===== config.mk =====
export PLATFORM = sky130hd
export DESIGN_NAME = asu_serial
export DESIGN_NICKNAME = d
export VERILOG_FILES = /design/src/rtl/asu_pkg.sv /design/src/rtl/asu_serial.sv
export SDC_FILE = /design/constraint.sdc
export NUM_CORES = 1
export LEC_CHECK = 0
export BUFFER_PORTS_ARGS = -buffer_cell sky130_fd_sc_hd__buf_2
export CAP_MARGIN = 20
export CORE_MARGIN = 8
export CORE_UTILIZATION = 55
export CTS_CLUSTER_DIAMETER = 50
export DETAILED_ROUTE_END_ITERATION = 16
export GPL_TIMING_DRIVEN = 0
export PLACE_DENSITY = 0.85
export SLEW_MARGIN = 20
export SYNTH_ARGS = -nofsm -noshare
export SYNTH_HDL_FRONTEND = slang
export SYNTH_SLANG_ARGS = --single-unit
export TNS_END_PERCENT = 1

===== constraint.sdc =====
create_clock -name pclk -period 5.25 [get_ports pclk]
set_input_delay 0.525 -clock pclk [delete_from_list [all_inputs] [get_ports pclk]]
set_output_delay 0.525 -clock pclk [all_outputs]
set_load 0.01 [all_outputs]

===== src/rtl/asu_pkg.sv =====
// constants, field layouts and carrier types of the async serial unit
// assumes an APB master on one 100 MHz clock; line pins synchronous to it
package asu_pkg;

  // ==========================================================
  // register map
  localparam logic [7:0]  OFF_CFG    = 8'h00;
  localparam logic [7:0]  OFF_CTRL   = 8'h04;
  localparam logic [7:0]  OFF_STAT1  = 8'h08;
  localparam logic [7:0]  OFF_STAT2  = 8'h0c;
  localparam logic [7:0]  OFF_DATA   = 8'h10;
  localparam logic [7:0]  OFF_BAUD   = 8'h14;
  localparam int          RX9_POS    = 15;
  localparam int          TX9_POS    = 14;
  localparam int          RAF_POS    = 0;
  localparam int          SBK_POS    = 0;

  // ==========================================================
  // reset values
  localparam logic [12:0] BAUD_RST   = 13'h0033;
  localparam logic [7:0]  CTRL_RST   = 8'h00;
  localparam logic [3:0]  CFG_RST    = 4'h0;
  localparam logic [7:0]  STAT_RST   = 8'hc0;

  // ==========================================================
  // framing and 16x oversampling
  localparam logic [3:0]  FLEN_8     = 4'ha;
  localparam logic [3:0]  FLEN_9     = 4'hb;
  localparam logic [3:0]  PH_S1      = 4'h7;
  localparam logic [3:0]  PH_S2      = 4'h8;
  localparam logic [3:0]  PH_S3      = 4'h9;
  localparam logic [3:0]  PH_LAST    = 4'hf;

  typedef struct packed {
    logic tx_empty_irq_enable;
    logic tx_done_irq_enable;
    logic rx_irq_enable;
    logic quiet_line_irq_enable;
    logic tx_enable;
    logic rx_enable;
    logic rx_wakeup_sleep;
    logic break_send;
  } asu_ctrl_s;

  typedef struct packed {
    logic nine_bit;
    logic parity_en;
    logic parity_odd;
    logic wake_by_addr;
  } asu_cfg_s;

  typedef struct packed {
    logic tx_buffer_empty_flag;
    logic tx_complete_flag;
    logic rx_full_flag;
    logic idle_line_flag;
    logic overrun_flag;
    logic noise_flag;
    logic framing_error_flag;
    logic parity_error_flag;
  } asu_stat_s;

  typedef enum logic {TX_IDLE, TX_SHIFT} asu_tx_e;
  typedef enum logic {RX_IDLE, RX_FRAME} asu_rx_e;

endpackage


===== src/rtl/asu_serial.sv =====
// async serial unit: control, status, data port, transmitter, receiver
// assumes APB master on pclk; rxd is already synchronous to pclk
//
// Design decisions made here: the address map and the APB register port.
`timescale 1ns/10ps
module asu_serial (
  input  wire logic        pclk,
  input  wire logic        presetn,
  input  wire logic [7:0]  paddr,
  input  wire logic        psel,
  input  wire logic        penable,
  input  wire logic        pwrite,
  input  wire logic [31:0] pwdata,
  output logic      [31:0] prdata,
  output logic             pready,
  output logic             pslverr,
  input  wire logic        rxd,
  output logic             txd,
  output logic             irq
);

  // ==========================================================
  // functions
  function automatic logic calc_par(input logic [8:0] d, input logic nine,
                                    input logic odd);
    calc_par = odd ^ (nine ? (^d[7:0]) : (^d[6:0]));
  endfunction

  function automatic logic [3:0] frame_len(input logic nine);
    frame_len = nine ? asu_pkg::FLEN_9 : asu_pkg::FLEN_8;
  endfunction

  // ==========================================================
  // declarations
  asu_pkg::asu_ctrl_s ctrl_r;
  asu_pkg::asu_cfg_s  cfg_r;
  asu_pkg::asu_stat_s stat_r;
  logic [7:0]         armed_r;
  logic [7:0]         set_vec;
  logic [7:0]         clr_vec;
  logic [12:0]        baud_r;
  logic [12:0]        baud_cnt_r;
  logic               tick;
  logic               acc;
  logic               wr;
  logic               rd;
  logic               hit;
  logic               stat_rd;
  logic               data_rd;
  logic               data_wr;
  logic               ctrl_wr;
  logic [3:0]         flen;
  // transmitter
  asu_pkg::asu_tx_e   tx_state_r;
  logic [10:0]        tx_sh_r;
  logic [3:0]         tx_cnt_r;
  logic [3:0]         tx_ph_r;
  logic [7:0]         tx_buf_r;
  logic               tx9_r;
  logic               tx_full_r;
  logic               pre_pend_r;
  logic               brk_pend_r;
  logic               te_prev_r;
  logic               tx_bound;
  logic               tx_free;
  logic               ld_brk;
  logic               ld_pre;
  logic               ld_dat;
  logic               tx_done;
  logic [8:0]         tx_word;
  // receiver
  asu_pkg::asu_rx_e   rx_state_r;
  logic [3:0]         rx_ph_r;
  logic [3:0]         rx_idx_r;
  logic [8:0]         rx_sh_r;
  logic [7:0]         rx_buf_r;
  logic               rx9_r;
  logic               s1_r;
  logic               s2_r;
  logic               noisy_r;
  logic               rxd_prev_r;
  logic [3:0]         idle_cnt_r;
  logic               msg_seen_r;
  logic               bitval;
  logic               bit_noisy;
  logic               rx_fin;
  logic               rx_msb;
  logic               idle_det;
  logic               wake;
  logic               take_char;
  logic               rx_full_flag_ev;
  logic               ovr_ev;

  // ==========================================================
  // baud tick: 16 ticks per bit, divisor writable
  assign tick = (baud_cnt_r == 13'h0000);

  always_ff @(posedge pclk or negedge presetn) begin
    if (!presetn) begin
      baud_cnt_r <= 13'h0000;
    end else if (tick) begin
      baud_cnt_r <= baud_r;
    end else begin
      baud_cnt_r <= baud_cnt_r - 13'h0001;
    end
  end

  // ==========================================================
  // APB slave, zero wait states
  assign acc     = psel & penable;
  assign wr      = acc & pwrite;
  assign rd      = acc & ~pwrite;
  assign pready  = 1'b1;
  assign pslverr = acc & ~hit;
  assign stat_rd = rd & (paddr == asu_pkg::OFF_STAT1);
  assign data_rd = rd & (paddr == asu_pkg::OFF_DATA);
  assign data_wr = wr & (paddr == asu_pkg::OFF_DATA);
  assign ctrl_wr = wr & (paddr == asu_pkg::OFF_CTRL);
  assign flen    = frame_len(cfg_r.nine_bit);

  always_comb begin
    hit    = 1'b1;
    prdata = 32'h0000_0000;
    if (paddr == asu_pkg::OFF_CFG) begin
      prdata = 32'(cfg_r);
    end else if (paddr == asu_pkg::OFF_CTRL) begin
      prdata = 32'(ctrl_r);
    end else if (paddr == asu_pkg::OFF_STAT1) begin
      prdata = 32'(stat_r);
    end else if (paddr == asu_pkg::OFF_STAT2) begin
      prdata[asu_pkg::RAF_POS] = (rx_state_r == asu_pkg::RX_FRAME);
    end else if (paddr == asu_pkg::OFF_DATA) begin
      prdata[7:0]              = rx_buf_r;
      prdata[asu_pkg::RX9_POS] = rx9_r;
      prdata[asu_pkg::TX9_POS] = tx9_r;
    end else if (paddr == asu_pkg::OFF_BAUD) begin
      prdata = 32'(baud_r);
    end else begin
      hit = 1'b0;
    end
  end

  always_ff @(posedge pclk or negedge presetn) begin
    if (!presetn) begin
      cfg_r  <= asu_pkg::asu_cfg_s'(asu_pkg::CFG_RST);
      baud_r <= asu_pkg::BAUD_RST;
    end else if (wr && paddr == asu_pkg::OFF_CFG) begin
      cfg_r <= asu_pkg::asu_cfg_s'(pwdata[3:0]);
    end else if (wr && paddr == asu_pkg::OFF_BAUD) begin
      baud_r <= pwdata[12:0];
    end
  end

  // hardware wake clears sleep; a write in the same cycle loses to it
  always_ff @(posedge pclk or negedge presetn) begin
    if (!presetn) begin
      ctrl_r <= asu_pkg::asu_ctrl_s'(asu_pkg::CTRL_RST);
    end else begin
      if (ctrl_wr) begin
        ctrl_r <= asu_pkg::asu_ctrl_s'(pwdata[7:0]);
      end
      if (wake) begin
        ctrl_r.rx_wakeup_sleep <= 1'b0;
      end
    end
  end

  // ==========================================================
  // status flags: set wins over every clear
  always_ff @(posedge pclk or negedge presetn) begin
    if (!presetn) begin
      armed_r <= 8'h00;
    end else if (data_rd || data_wr) begin
      armed_r <= 8'h00;
    end else if (stat_rd) begin
      armed_r <= stat_r;
    end
  end

  always_comb begin
    clr_vec = (data_rd || data_wr) ? armed_r : 8'h00;
    if (stat_rd) begin
      clr_vec[0] = 1'b1;
    end
    if (data_wr) begin
      clr_vec[7] = 1'b1;
    end
    if (ld_brk || ld_pre || ld_dat) begin
      clr_vec[6] = 1'b1;
    end
    set_vec = {ld_dat, tx_done, rx_full_flag_ev, idle_det & msg_seen_r & ~ctrl_r.rx_wakeup_sleep,
               ovr_ev, rx_full_flag_ev & (noisy_r | bit_noisy), rx_full_flag_ev & ~bitval,
               rx_full_flag_ev & cfg_r.parity_en
                       & (rx_msb != calc_par(rx_sh_r, cfg_r.nine_bit, cfg_r.parity_odd))};
  end

  always_ff @(posedge pclk or negedge presetn) begin
    if (!presetn) begin
      stat_r <= asu_pkg::asu_stat_s'(asu_pkg::STAT_RST);
    end else begin
      stat_r <= asu_pkg::asu_stat_s'((stat_r & ~clr_vec) | set_vec);
    end
  end

  // ==========================================================
  // interrupt request
  always_comb begin
    irq = (ctrl_r.tx_empty_irq_enable & stat_r.tx_buffer_empty_flag)
        | (ctrl_r.tx_done_irq_enable & stat_r.tx_complete_flag)
        | (~ctrl_r.rx_wakeup_sleep & ctrl_r.rx_irq_enable
           & (stat_r.rx_full_flag | stat_r.overrun_flag))
        | (~ctrl_r.rx_wakeup_sleep & ctrl_r.quiet_line_irq_enable
           & stat_r.idle_line_flag);
  end

  // ==========================================================
  // transmitter
  assign tx_bound = tick & (tx_ph_r == asu_pkg::PH_LAST);
  assign tx_free  = tx_bound & ((tx_state_r == asu_pkg::TX_IDLE) || (tx_cnt_r == 4'h1));
  // break outranks preamble, preamble outranks data
  assign ld_brk   = tx_free & ctrl_r.tx_enable & (brk_pend_r | ctrl_r.break_send);
  assign ld_pre   = tx_free & ctrl_r.tx_enable & ~ld_brk & pre_pend_r;
  assign ld_dat   = tx_free & ctrl_r.tx_enable & ~ld_brk & ~pre_pend_r & tx_full_r;
  assign tx_done  = tx_bound & (tx_state_r == asu_pkg::TX_SHIFT) & (tx_cnt_r == 4'h1)
                  & ~ld_brk & ~ld_pre & ~ld_dat;

  always_comb begin
    tx_word = {tx9_r, tx_buf_r};
    if (cfg_r.parity_en && cfg_r.nine_bit) begin
      tx_word[8] = calc_par(tx_word, 1'b1, cfg_r.parity_odd);
    end else if (cfg_r.parity_en) begin
      tx_word[7] = calc_par(tx_word, 1'b0, cfg_r.parity_odd);
    end
    if (!cfg_r.nine_bit) begin
      tx_word[8] = 1'b1;
    end
  end

  always_ff @(posedge pclk or negedge presetn) begin
    if (!presetn) begin
      te_prev_r  <= 1'b0;
      pre_pend_r <= 1'b0;
      brk_pend_r <= 1'b0;
    end else begin
      te_prev_r <= ctrl_r.tx_enable;
      if (ctrl_r.tx_enable && !te_prev_r) begin
        pre_pend_r <= 1'b1;
      end else if (ld_pre) begin
        pre_pend_r <= 1'b0;
      end
      if (ctrl_wr && pwdata[asu_pkg::SBK_POS]) begin
        brk_pend_r <= 1'b1;
      end else if (ld_brk) begin
        brk_pend_r <= 1'b0;
      end
    end
  end

  always_ff @(posedge pclk or negedge presetn) begin
    if (!presetn) begin
      tx_buf_r  <= 8'h00;
      tx9_r     <= 1'b0;
      tx_full_r <= 1'b0;
    end else if (data_wr) begin
      tx_buf_r  <= pwdata[7:0];
      tx9_r     <= pwdata[asu_pkg::TX9_POS];
      tx_full_r <= 1'b1;
    end else if (ld_dat) begin
      tx_full_r <= 1'b0;
    end
  end

  always_ff @(posedge pclk or negedge presetn) begin
    if (!presetn) begin
      tx_state_r <= asu_pkg::TX_IDLE;
      tx_sh_r    <= 11'h7ff;
      tx_cnt_r   <= 4'h0;
      tx_ph_r    <= 4'h0;
      txd        <= 1'b1;
    end else begin
      if (tick) begin
        tx_ph_r <= tx_ph_r + 4'h1;
      end
      txd <= (tx_state_r == asu_pkg::TX_SHIFT) ? tx_sh_r[0] : 1'b1;
      if (ld_brk) begin
        tx_state_r <= asu_pkg::TX_SHIFT;
        tx_sh_r    <= 11'h000;
        tx_cnt_r   <= flen;
      end else if (ld_pre) begin
        tx_state_r <= asu_pkg::TX_SHIFT;
        tx_sh_r    <= 11'h7ff;
        tx_cnt_r   <= flen;
      end else if (ld_dat) begin
        tx_state_r <= asu_pkg::TX_SHIFT;
        tx_sh_r    <= {1'b1, tx_word, 1'b0};
        tx_cnt_r   <= flen;
      end else if (tx_done) begin
        tx_state_r <= asu_pkg::TX_IDLE;
      end else if (tx_bound && tx_state_r == asu_pkg::TX_SHIFT) begin
        tx_sh_r  <= {1'b1, tx_sh_r[10:1]};
        tx_cnt_r <= tx_cnt_r - 4'h1;
      end
    end
  end

  // ==========================================================
  // receiver: majority of three mid-bit samples
  assign bitval    = (s1_r & s2_r) | (s1_r & rxd) | (s2_r & rxd);
  assign bit_noisy = ~((s1_r == s2_r) && (s2_r == rxd));
  assign rx_fin    = (rx_state_r == asu_pkg::RX_FRAME) & tick & (rx_ph_r == asu_pkg::PH_S3)
                   & (rx_idx_r == flen - 4'h1);
  assign rx_msb    = cfg_r.nine_bit ? rx_sh_r[8] : rx_sh_r[7];
  assign idle_det  = (rx_state_r == asu_pkg::RX_IDLE) & tick & (rx_ph_r == asu_pkg::PH_LAST)
                   & rxd & (idle_cnt_r == flen - 4'h1);
  // sleeping receiver only looks for its wake condition
  assign wake      = ctrl_r.rx_wakeup_sleep & ((cfg_r.wake_by_addr & rx_fin & rx_msb)
                   | (~cfg_r.wake_by_addr & idle_det));
  assign take_char = rx_fin & (~ctrl_r.rx_wakeup_sleep | wake);
  assign rx_full_flag_ev   = take_char & ~stat_r.rx_full_flag;
  assign ovr_ev    = take_char & stat_r.rx_full_flag;

  always_ff @(posedge pclk or negedge presetn) begin
    if (!presetn) begin
      rx_state_r <= asu_pkg::RX_IDLE;
      rx_ph_r    <= 4'h0;
      rx_idx_r   <= 4'h0;
      rx_sh_r    <= 9'h000;
      s1_r       <= 1'b1;
      s2_r       <= 1'b1;
      noisy_r    <= 1'b0;
      rxd_prev_r <= 1'b1;
    end else begin
      rxd_prev_r <= rxd;
      if (!ctrl_r.rx_enable) begin
        rx_state_r <= asu_pkg::RX_IDLE;
      end else if (rx_state_r == asu_pkg::RX_IDLE && rxd_prev_r && !rxd) begin
        rx_state_r <= asu_pkg::RX_FRAME;
        rx_ph_r    <= 4'h0;
        rx_idx_r   <= 4'h0;
        noisy_r    <= 1'b0;
      end else if (tick) begin
        rx_ph_r <= rx_ph_r + 4'h1;
        if (rx_ph_r == asu_pkg::PH_S1) begin
          s1_r <= rxd;
        end
        if (rx_ph_r == asu_pkg::PH_S2) begin
          s2_r <= rxd;
        end
        if (rx_state_r == asu_pkg::RX_FRAME && rx_ph_r == asu_pkg::PH_S3) begin
          rx_idx_r <= rx_idx_r + 4'h1;
          noisy_r  <= noisy_r | bit_noisy;
          if (rx_idx_r == 4'h0 && bitval) begin
            rx_state_r <= asu_pkg::RX_IDLE;
          end else if (rx_fin) begin
            rx_state_r <= asu_pkg::RX_IDLE;
          end else if (rx_idx_r != 4'h0) begin
            rx_sh_r[rx_idx_r - 4'h1] <= bitval;
          end
        end
      end
    end
  end

  // noise seen on the stop bit itself still counts
  always_ff @(posedge pclk or negedge presetn) begin
    if (!presetn) begin
      rx_buf_r <= 8'h00;
      rx9_r    <= 1'b0;
    end else if (rx_full_flag_ev) begin
      rx_buf_r <= rx_sh_r[7:0];
      rx9_r    <= cfg_r.nine_bit & rx_sh_r[8];
    end
  end

  always_ff @(posedge pclk or negedge presetn) begin
    if (!presetn) begin
      idle_cnt_r <= 4'h0;
      msg_seen_r <= 1'b0;
    end else begin
      if (!rxd || rx_state_r == asu_pkg::RX_FRAME) begin
        idle_cnt_r <= 4'h0;
      end else if (idle_det) begin
        idle_cnt_r <= 4'h0;
      end else if (tick && rx_ph_r == asu_pkg::PH_LAST) begin
        idle_cnt_r <= idle_cnt_r + 4'h1;
      end
      if (rx_fin) begin
        msg_seen_r <= 1'b1;
      end else if (idle_det) begin
        msg_seen_r <= 1'b0;
      end
    end
  end

endmodule


---- After elaboration in Yosys (flattened, before gate mapping) ----
Index checks and enable logic that the tools add are counted.
cells by class
  shift operators ......................... 0
  reduce and logical (&&, ||, !) cells .... 47
  equality and inequality tests ........... 20
  magnitude comparators ................... 2
  mux-type cells .......................... 74
  bitwise logic cells ..................... 84
  multipliers ............................. 0
  div/mod/pow operators ................... 0
  add/subtract/negate cells ............... 8
operators by type and width
  kind                                                count
  2-to-1 mux 32 bit                                   3
  2-to-1 mux 11 bit                                   5
  2-to-1 mux 4 bit                                    13
  AND 1 bit                                           51
  2-to-1 mux 1 bit                                    41
  2-to-1 mux 8 bit                                    4
  2-to-1 mux 31 bit                                   1
  2-to-1 mux 13 bit                                   2
  inverter 1 bit                                      17
  adder 4 x 1 -> 4 bit, second input constant         4
  == test 4 bit, second input constant                4
  == test 8 x 4 -> 1 bit, second input constant       2
  == test 8 x 5 -> 1 bit, second input constant       2
  nonzero test 2 bit                                  8
  parity 8 bit                                        2
  parity 7 bit                                        2
  logical AND 1 bit                                   13
  zero test 13 bit                                    1
  subtractor 13 x 1 -> 13 bit, second input constant  1
  nonzero test 4 bit                                  3
  subtractor 4 x 1 -> 4 bit, second input constant    3
  bitwise OR 1 bit                                    10
  bitwise mux 9 bit                                   1
  AND 8 bit                                           1
  other kinds (26)                                    41
storage, ports and cells
  register bits after elaboration ......... 124
  ROM bits ................................ 0
  memories ................................ 0
  bits in latches ......................... 0
  logic and storage cells ................. 281
  RAM bits ................................ 0

---- Depth between registers and ports, before layout ----
Gate-level depths: netlist of run 1.
  depth in word-level cells ............... 15
  gate-level depth with buffers ........... 9

---- Worst setup path before layout of run 1 ----
OpenSTA, ideal clock, no wires.
  path kind ............................... input to output
  start ................................... in paddr[5]
  end ..................................... out prdata[2]
  cell stages on the path ................. 6
  data required time ...................... 4.725 ns
  path buffers ............................ 2
  data arrival time ....................... 2.137 ns
  setup slack ............................. 2.588 ns
  path through ............................ or4_1 clkbuf_1 nor4bb_1 clkbuf_1 a222oi_1 a21oi_1
on the way
  longest elaborated chain between the ends .. 7
  elaborated cells between the ends (all ways) .. 12
ends and longest elaborated chain
  item                    RTL line           RTL
  start, declared         asu_serial.sv:9    input wire logic [7:0] paddr,
  == test 8 x 5 -> 1 bit  asu_serial.sv:136  end else if (paddr == asu_pkg::OFF_BAUD) begin
  2-to-1 mux 13 bit       asu_serial.sv:136
  2-to-1 mux 8 bit        asu_serial.sv:132  end else if (paddr == asu_pkg::OFF_DATA) begin
  2-to-1 mux 31 bit       asu_serial.sv:130  end else if (paddr == asu_pkg::OFF_STAT2) begin
  2-to-1 mux 32 bit       asu_serial.sv:128  end else if (paddr == asu_pkg::OFF_STAT1) begin
  2-to-1 mux 32 bit       asu_serial.sv:126  end else if (paddr == asu_pkg::OFF_CTRL) begin
  2-to-1 mux 32 bit *     asu_serial.sv:124  if (paddr == asu_pkg::OFF_CFG) begin
  end, declared           asu_serial.sv:14   output logic [31:0] prdata,
Every way passes the cells marked *; elsewhere a longest branch is shown, timed or not.

---- Worst setup path in the final report of run 1 ----
  start ................................... in paddr[5]
  end ..................................... out prdata[3]
The elaborated chain is that of the path after synthesis.

==> results of run 1 <==
==> path summary, 6_finish.rpt <==
check                                             start                       to  slack [ns]  cells past startpoint
worst max register to register  baud_cnt_r[0]$_DFF_PN0_  rx_buf_r[3]$_DFFE_PN0P_        2.28                      9
worst min-delay path                            presetn   tx_ph_r[1]$_DFFE_PN0N_        0.07                      1
max in group asynchronous                       presetn     rxd_prev_r$_DFF_PN1_        4.40                      2
min in group pclk                                   rxd     rxd_prev_r$_DFF_PN1_        0.27                      1
worst min register to register      te_prev_r$_DFF_PN0_   pre_pend_r$_DFFE_PN0P_        0.42                      1
worst max-delay path                           paddr[5]                prdata[3]        1.85                      8
==> flip-flops by register name, summed over array words and instances, names as in the netlist, 4 cells and up <==
signal and count:
cfg_r 4, tx_cnt_r 4, baud_cnt_r 13, ctrl_r 8, armed_r 8, rx_sh_r 9, baud_r 13, stat_r 8
rx_idx_r 4, tx_ph_r 4, tx_sh_r 11, rx_ph_r 4, idle_cnt_r 4, tx_buf_r 8, rx_buf_r 8
==> worst max-delay path, stage by stage <==
cell,delay [ns]
sky130_fd_sc_hd__buf_2,0.10
sky130_fd_sc_hd__or4_1,0.55
sky130_fd_sc_hd__clkbuf_1,0.22
sky130_fd_sc_hd__nor4bb_1,0.37
sky130_fd_sc_hd__clkbuf_1,0.46
sky130_fd_sc_hd__a222oi_1,0.16
sky130_fd_sc_hd__a21oi_1,0.28
sky130_fd_sc_hd__buf_2,0.19
==> metal layers <==
metal | vias to the layer above | part of all wire | GRT usage
li1 | 2452 | - | -
met1 | 2674 | 0.40 | 0.258
met2 | 232 | 0.51 | 0.365
met3 | 35 | 0.070 | 0.0628
met4 | 0 | 0.020 | 0.0764
met5 | - | 0 | 0
==> layout make-up <==
class	count	area, sq um	area share
Sequential cell	124	3130	0.400
Multi-Input combinational cell	479	3340	0.427
Clock buffer	26	499	0.0638
Buffer	40	236	0.0302
Inverter	17	63.8	0.00815
Timing Repair Buffer	46	259	0.0331
Tap cell	147	184	0.0235
Clock inverter	6	110	0.0141
==> stage by stage <==
| step | worst slack, ns | cell area, sq um | util |
|---|---|---|---|
| 2_1_floorplan | 2.59 | 6770 | - |
| 3_3_place_gp | 1.97 | 7180 | 0.600 |
| 3_5_place_dp | 1.91 | 7210 | 0.603 |
| 4_1_cts | 1.91 | 7820 | 0.654 |
| 5_1_grt | 1.75 | 7830 | 0.654 |
| 6_report | 1.85 | 7830 | 0.654 |
==> synth_stat cells (9+ instances only) <==
library cell	instances	area (sq um)
sky130_fd_sc_hd__o31ai_1	18	135
sky130_fd_sc_hd__inv_1	16	60.1
sky130_fd_sc_hd__nand3_1	16	80.1
sky130_fd_sc_hd__o21ai_0	35	175
sky130_fd_sc_hd__buf_4	18	135
sky130_fd_sc_hd__a22o_1	10	87.6
sky130_fd_sc_hd__clkbuf_1	11	41.3
sky130_fd_sc_hd__dfrtp_1	103	2580
sky130_fd_sc_hd__nand2_1	76	285
sky130_fd_sc_hd__a21oi_1	26	130
sky130_fd_sc_hd__or2_2	10	62.6
sky130_fd_sc_hd__and2_1	9	56.3
sky130_fd_sc_hd__ha_1	17	213
sky130_fd_sc_hd__nor2_1	37	139
sky130_fd_sc_hd__xnor2_1	22	193
sky130_fd_sc_hd__mux2_2	37	417
sky130_fd_sc_hd__nand2b_1	11	68.8
sky130_fd_sc_hd__dfstp_2	21	552
==> power groups by stage <==
stage                     combinational (uW)  clock [uW]  sequential [uW]
after floorplan                          275           0             1140
after global placement                   347           0             1160
after detailed placement                 372           0             1170
after CTS                                377        1220             1150
after global routing                     427        1260             1170
final                                    379        1220             1160
==> logic make-up after synthesis <==
| logic type | after synthesis | synth area share |
|---|---|---|
| adders and majority gates | 17 | 0.0317 |
| muxes | 50 | 0.0879 |
| buffers and inverters | 57 | 0.0448 |
| other | 2 | 0.00112 |
| DFF | 124 | 0.467 |
| AOI/OAI and AO/OA | 132 | 0.137 |
| xor gates and xnor gates | 31 | 0.0427 |
| and+or+nand+nor | 231 | 0.189 |
==> cells in the final DEF, fill, tap and decap left out, drive strengths merged, types with 11 or more instances in the layout <==
cell type | synthesis | final
nand2 | 77 | 77
xnor2 | 22 | 22
nand2b | 11 | 11
nor2 | 37 | 37
ha | 17 | 17
mux2 | 43 | 43
o31ai | 18 | 18
a21oi | 26 | 26
dfrtp | 103 | 103
and2 | 11 | 11
nand3 | 18 | 18
o21ai | 35 | 35
conb | 2 | 18
inv | 16 | 16
clkbuf | 12 | 38
buf | 28 | 74
dfstp | 21 | 21
==> key figures, run 1 <==
Pwr
  – Psw: 756 uW
  – Cell Pwr Density: 353 nW/um^2
  – Internal power: about 2000 uW
  – Clk pwr share: 0.443
  – Reg power frac: 0.419
  – Overall power: approximately 2800 uW
  – IR Drop Worst-Case VDD: between 0.3 and 0.4 mV
  – Static Leak: ~0.0035 uW
  – Part of the power in combinational logic: 0.137
  – Switch share: 0.274

Logic synthesis
  – Avg Synthesized Cell Area: 10.4 sq um
  – Post-synthesis register bit count: approximately 120
  – Distinct cell type count after synthesis: 75
  – Sequential cell area fraction in the yosys report: 0.467
  – Netlist area before placement: around 6700 sq um
  – Ys async rst share: 1.00
  – Cells after synthesis: between 600 and 700
  – Post-synth EDFFs: 0
  – Ys Warns: 0
  – Predominant post-synthesis flop cell: sky130_fd_sc_hd__dfrtp_1

Timing
  – Slew margin rel.: 0.524
  – Fin Hold WS: between 0.07 and 0.08 ns
  – Final period util: 0.647
  – Final Hold Viols: 0
  – Transition at the pin with the smallest max-transition slack: approximately 0.7 ns
  – Final sum of negative setup slack: 0 ns
  – Unrepaired setup endpoints after global routing: no
  – Crit path time final: ~3.4 ns
  – Final-report max-slew violation count: 0
  – Final Skew: about 0.01 ns
  – Top achievable clock speed: about 0.3 GHz
  – Setup-failing EPs final: 0

Floorplan
  – Core area: roughly 12000 sq um
  – Die footprint: ~16000 sq um
  – Initial core utilization: 0.561
  – Std cell rows: 40
  – Die X-Extent: 126 microns
  – Ports placed on the boundary: 82
  – Chip Height: 126 microns

Global routing
  – First-pass GRT wire length: about 28 mm
  – Pin count of the biggest net entering global routing: between 60 and 70
  – Vias in the first global route: roughly 5400
  – Initial antenna violation count: 0
  – Gr ovfl total: 0
  – Combined global-route utilization of all metal layers: 0.216

Setup path
  – Required time of the critical path: 4.72 ns
  – Critical path data arrival time: 2.87 ns
  – Crit start category: input pin
  – Crit path kind: in -> out
  – Highest net fanout along the worst path: 10
  – Crit. End Element: primary output

Status
  – Outcome: finished clean

Layout
  – Fillcell total: between 800 and 900
  – Number of standard cells in the final layout excluding fillers: 885
  – Fraction of final layout cells sized beyond drive strength 1: 0.263
  – N_diodes: 0
  – Nets: 788
  – Area growth syn-to-layout: 16.7%

CTS
  – Number of resized instances in the post-cts repair step: 0
  – Inserted Clock Buffers: 17
  – Clk sinks: 124
  – Root Buffer Master: sky130_fd_sc_hd__clkbuf_16
  – Setup bufs post-CTS: 0
  – Later-pin clock latency in the skew report: roughly 0.42 ns
  – TritonCTS clock tree: done
  – H-Tree Level Count: 4
  – Worst-case clock buffer depth: 2
  – Clock transition at the registers of the reported paths: roughly 0.060 ns
  – Hold buffer count at CTS: 0

Drt
  – Via count: between 5000 and 6000
  – Initial DRC count: 538
  – Final wirelength: between 15 and 20 mm
  – First-pass detailed-route iteration total: 7
  – Via density per instance: just over 6
  – Number of antenna-violating nets in the routed design: 0
  – Number of DRC violations after detailed routing: 0
  – Routed len/inst: about 19 microns

Place
  – Cell count after placement: approximately 850
  – HPWL after detailed placement: approximately 12 mm
  – Port-buffer cells: 45
  – Routability congestion estimate: 0.889

Worst hold path
  – Path type of the worst min-delay path: in -> async

Job
  – Number of max-cap violations: 0
Power figures use the tool's default switching activity.
==> inputs of run 2 (changes only) <==
clock period = 3.5 ns   (was 5.25 ns; I/O delays follow)
==> key figures, run 2 (same netlist as run 1, synthesis figures left out) <==
CTS
  – Inserted Clock Buffers: 17
  – Clock transition at the registers of the reported paths: ~0.05 ns
  – TritonCTS clock tree: done
  – Root Buffer Master: sky130_fd_sc_hd__clkbuf_16
  – Clk sinks: roughly 120
  – Later-pin clock latency in the skew report: roughly 0.42 ns
  – H-Tree Level Count: 4
  – Worst-case clock buffer depth: 2

Global routing
  – Initial antenna violation count: 0
  – Vias in the first global route: ~5500
  – First-pass GRT wire length: roughly 28 mm
  – Pin count of the biggest net entering global routing: 68
  – Combined global-route utilization of all metal layers: 0.217
  – Gr ovfl total: 0

Layout
  – Number of standard cells in the final layout excluding fillers: around 890
  – Nets: a little under 800
  – Area growth syn-to-layout: 16.8%
  – N_diodes: 0
  – Commonest cells after routing, fill and taps aside: sky130_fd_sc_hd__dfrtp_1 (103), sky130_fd_sc_hd__nand2_1 (76), sky130_fd_sc_hd__buf_2 (52)
  – Top flop regs: baud_cnt_r (13), baud_r (13), tx_sh_r (11)
  – Fillcell total: about 900
  – Fraction of final layout cells sized beyond drive strength 1: 0.263
  – Most frequent standard cell in the layout excluding fill and tap cells: sky130_fd_sc_hd__dfrtp_1

Pwr
  – IR Drop Worst-Case VDD: 0.486 mV
  – Static Leak: 0.00355 uW
  – Cell Pwr Density: ~530 nW/um^2

Worst hold path
  – Path type of the worst min-delay path: in -> reg

Place
  – HPWL after detailed placement: between 10 and 15 mm
  – Cell count after placement: about 850
  – Port-buffer cells: 45
  – Routability congestion estimate: approximately 0.9

Status
  – Outcome: finished clean

Floorplan
  – Core area: between 10000 and 15000 sq um
  – Chip Height: ~130 microns
  – Die footprint: 16000 sq um
  – Die X-Extent: 126 microns
  – Std cell rows: 40
  – Ports placed on the boundary: a little over 80
  – Initial core utilization: 0.561

Setup path
  – Register-to-Register Setup Slack: 0.53 ns
  – Critical Path, Cell by Cell: buf_2, or4_1, clkbuf_1, nor4bb_1, clkbuf_1, a222oi_1, a21oi_1, buf_2
  – Crit Reg-Reg Startpoint: baud_cnt_r[0]$_DFF_PN0_
  – Setup crit end: prdata[3]
  – R2R Path End: rx_buf_r[2]$_DFFE_PN0P_
  – Worst Path Buf+Inv: 4
  – Highest-delay cell along the critical path: sky130_fd_sc_hd__or4_1
  – Top cell family by delay on the critical path: buffers and inverters
  – Launching instance or port of the critical path: paddr[5]
  – Crit. End Element: primary output
  – Required time of the critical path: approximately 3.2 ns
  – Path depth of the worst reg2reg path: 9
  – Critical path data arrival time: 2.69 ns
  – Highest net fanout along the worst path: 10
  – Levels on crit path: 8
  – Crit path kind: in -> out
  – Crit start category: input pin
  – Delay of the slowest cell on the worst path: approximately 0.55 ns

Timing
  – Final Skew: 0.0101 ns
  – Unrepaired setup endpoints after global routing: no
  – Crit path time final: between 3 and 4 ns
  – Final period util: 0.867
  – Slew margin rel.: 0.521
  – Final Hold Viols: 0
  – Top achievable clock speed: approximately 0.33 GHz
  – Transition at the pin with the smallest max-transition slack: a little over 0.7 ns
  – Setup-failing EPs final: 0
  – Final-report max-slew violation count: 0
  – Final sum of negative setup slack: 0 ns

Job
  – Number of max-cap violations: 0

Drt
  – Routed len/inst: 19.1 microns
  – First-pass detailed-route iteration total: 6
  – Number of DRC violations after detailed routing: 0
  – Via density per instance: a little over 6
  – Number of antenna-violating nets in the routed design: 0
  – Final wirelength: approximately 17 mm
  – Initial DRC count: 624
  – Via count: 5404
## run 2: cell count changes in the layout (fill, tap and decap cells not counted), sizes merged
cell	delta
dlygate4sd3	+1
## run 2: what timing repair did
action | CTS | global route
setup buffers | 0 | 0
resized for setup | 0 | 0
hold buffers | 1 | 0
endpoints found under the hold margin | 47 | 0
## run 2: how the worst min path moves through the flow
| stage | start | endpoint | cells after the start |
|---|---|---|---|
| finish | rxd | rxd_prev_r$_DFF_PN1_ | 1 |
| global route | rxd | rxd_prev_r$_DFF_PN1_ | 1 |
| CTS | rxd | rxd_prev_r$_DFF_PN1_ | 1 |
| detailed placement | presetn | tx_state_r$_DFFE_PN0P_ | 1 |
| global placement | te_prev_r$_DFF_PN0_ | pre_pend_r$_DFFE_PN0P_ | 1 |
| floorplan | presetn | armed_r[0]$_DFFE_PN0P_ | 0 |
## run 2: metal layers
metal | vias to the layer above | share of wire | track usage
met5 | - | 0 | 0
met2 | 214 | 0.52 | 0.366
met4 | 0 | 0.021 | 0.0764
li1 | 2449 | - | -
met3 | 39 | 0.063 | 0.0624
met1 | 2702 | 0.40 | 0.258
## run 2: final cells by class
class / count / area [sq um] / area share
Tap cell: 147 / 184 / 0.0235
Buffer: 40 / 236 / 0.0302
Clock buffer: 26 / 499 / 0.0637
Clock inverter: 6 / 110 / 0.0141
Sequential cell: 124 / 3130 / 0.399
Timing Repair Buffer: 47 / 269 / 0.0343
Multi-Input combinational cell: 479 / 3340 / 0.427
Inverter: 17 / 63.8 / 0.00814
## run 2: through the flow
stage               total power [uW]  worst slack [ns]  hold WS [ns]  cell area, sq um   util
global placement                2260             0.544         0.409              7180  0.600
global route                    4290             0.299        0.0902              7840  0.655
finish                          4140             0.464        0.0955              7840  0.655
detailed placement              2310             0.363         0.350              7210  0.603
CTS                             4130             0.354        0.0829              7830  0.655
floorplan                       2120             0.981        0.0544              6770      -
## run 2: where the power goes
group | internal [uW] | leakage, uW | switching (uW)
Sequential | 1570 | 0.00153 | 169
Combinational | 242 | 0.00172 | 327
Clock | 1200 | 0.000291 | 637
Total | 3010 | 0.00355 | 1130
==> inputs of run 3 (changes only) <==
PLACE_DENSITY = 0.83   (was 0.85)
==> key figures, run 3 (same netlist as run 1, synthesis figures left out) <==
Global routing
  – Vias in the first global route: 5415
  – Initial antenna violation count: 0
  – Combined global-route utilization of all metal layers: 0.215
  – Pin count of the biggest net entering global routing: between 80 and 90
  – First-pass GRT wire length: 27.4 mm
  – Gr ovfl total: 0

Status
  – Outcome: finished clean

Pwr
  – IR Drop Worst-Case VDD: 0.331 mV
  – Cell Pwr Density: around 500 nW/um^2
  – Static Leak: approximately 0.0035 uW

Layout
  – Number of standard cells in the final layout excluding fillers: between 800 and 900
  – Final instance area: 7770 sq um
  – Fillcell total: approximately 940
  – Most frequent standard cell in the layout excluding fill and tap cells: sky130_fd_sc_hd__dfrtp_1
  – Post-layout utilization of the core: 0.649
  – Top flop regs: baud_cnt_r (13), baud_r (13), tx_sh_r (11)
  – N_diodes: 0
  – Nets: between 700 and 800
  – Fraction of final layout cells sized beyond drive strength 1: 0.262
  – Commonest cells after routing, fill and taps aside: sky130_fd_sc_hd__dfrtp_1 (103), sky130_fd_sc_hd__nand2_1 (76), sky130_fd_sc_hd__buf_2 (52)
  – Area growth syn-to-layout: 15.8%

Drt
  – Number of DRC violations after detailed routing: 0
  – Via count: 5358
  – Routed len/inst: 18.7 microns
  – First-pass detailed-route iteration total: 8
  – Final wirelength: around 17 mm
  – Via density per instance: 6.05
  – Initial DRC count: between 400 and 500
  – Number of antenna-violating nets in the routed design: 0

Setup path
  – Required time of the critical path: approximately 3.2 ns
  – Crit. End Element: primary output
  – Critical Path, Cell by Cell: buf_2, or4_1, clkbuf_1, nor4bb_1, clkbuf_1, a222oi_1, a21oi_1, buf_2
  – Path depth of the worst reg2reg path: 9
  – Register-to-Register Setup Slack: 0.54 ns
  – Crit start category: input pin
  – Crit path kind: in -> out
  – Delay of the slowest cell on the worst path: around 0.57 ns
  – Highest net fanout along the worst path: 10
  – Highest-delay cell along the critical path: sky130_fd_sc_hd__or4_1
  – Critical path data arrival time: roughly 2.8 ns

CTS
  – Later-pin clock latency in the skew report: around 0.42 ns
  – Root Buffer Master: sky130_fd_sc_hd__clkbuf_16
  – Clk sinks: between 100 and 150
  – TritonCTS clock tree: done
  – Clock transition at the registers of the reported paths: 0.05 ns
  – Inserted Clock Buffers: 17
  – H-Tree Level Count: 4
  – Number of resized instances in the post-cts repair step: 0
  – Worst-case clock buffer depth: 2
  – Setup bufs post-CTS: 0
  – Hold buffer count at CTS: 1

Worst hold path
  – Path type of the worst min-delay path: in -> reg
  – Worst hold path cell count: 1

Job
  – Number of max-cap violations: 0

Place
  – Area after DPL: between 7000 and 8000 sq um
  – Post-Place Setup Slack: roughly 0.43 ns
  – Port-buffer cells: 45
  – Cell count after placement: around 850
  – Routability congestion estimate: roughly 0.91
  – HPWL after detailed placement: ~12 mm

Floorplan
  – Die footprint: about 16000 sq um
  – Ports placed on the boundary: between 80 and 90
  – Std cell rows: 40
  – Chip Height: 126 microns
  – Core area: about 12000 sq um
  – Initial core utilization: 0.561
  – Die X-Extent: approximately 130 microns

Timing
  – Final sum of negative setup slack: 0 ns
  – Final-report max-slew violation count: 0
  – Top achievable clock speed: approximately 0.32 GHz
  – Final Skew: between 0.008 and 0.009 ns
  – Slew margin rel.: 0.523
  – Unrepaired setup endpoints after global routing: no
  – Crit path time final: 3.16 ns
  – Setup-failing EPs final: 0
  – Transition at the pin with the smallest max-transition slack: a little over 0.7 ns
  – Final period util: 0.902
  – Post-route worst setup slack: 0.341 ns
  – Final Hold Viols: 0
-- run 3: cell count changes in the layout (fill, tap and decap cells not counted) --
cell	delta
sky130_fd_sc_hd__bufinv_16	-2
sky130_fd_sc_hd__clkinv_2	+2
sky130_fd_sc_hd__clkinvlp_4	+1
sky130_fd_sc_hd__clkbuf_8	-2
-- run 3: per-stage QoR --
stage                     total power (uW)  hold WS (ns)
after floorplan                       2120        0.0544
after global placement                2260         0.408
after detailed placement              2320         0.298
after CTS                             3930        0.0768
after global routing                  4090        0.0804
final                                 3920        0.0932
-- run 3: final cells by class --
cell class	instances	area [sq um]	area share
Timing Repair Buffer	47	269	0.0346
Clock buffer	24	472	0.0607
Clock inverter	7	67.6	0.00870
Inverter	17	63.8	0.00822
Sequential cell	124	3130	0.403
Tap cell	147	184	0.0237
Buffer	40	236	0.0304
Multi-Input combinational cell	479	3340	0.431
-- run 3: final timing paths --
path,from,end
max,paddr[5],prdata[2]
min,rxd,rxd_prev_r$_DFF_PN1_
max reg2reg,baud_cnt_r[0]$_DFF_PN0_,rx_buf_r[5]$_DFFE_PN0P_
min reg2reg,te_prev_r$_DFF_PN0_,pre_pend_r$_DFFE_PN0P_
max in group asynchronous,presetn,s2_r$_DFFE_PN1P_
min in group asynchronous,presetn,tx_buf_r[3]$_DFFE_PN0P_
-- run 3: worst max-delay path, delay by kind of cell --
| family | cells | cell delay (ns) |
|---|---|---|
| buffers and inverters | 4 | 1.00 |
| AND/OR/NAND/NOR | 2 | 0.98 |
| AO/OA/AOI/OAI | 2 | 0.47 |
-- run 3: power by group --
| group | internal (uW) | total [uW] | switching, uW | leakage (uW) |
|---|---|---|---|---|
| combinational | 242 | 570 | 329 | 0.00172 |
| sequential | 1570 | 1740 | 174 | 0.00153 |
| clock | 1000 | 1610 | 603 | 0.000256 |
-- run 3: per-layer routing --
| layer | global-route usage | vias to the layer above | wire (microns) |
|---|---|---|---|
| li1 | - | 2454 | - |
| met1 | 0.262 | 2667 | 6750 |
| met2 | 0.356 | 199 | 8320 |
| met3 | 0.0603 | 38 | 1070 |
| met4 | 0.0821 | 0 | 392 |
| met5 | 0 | - | 0 |
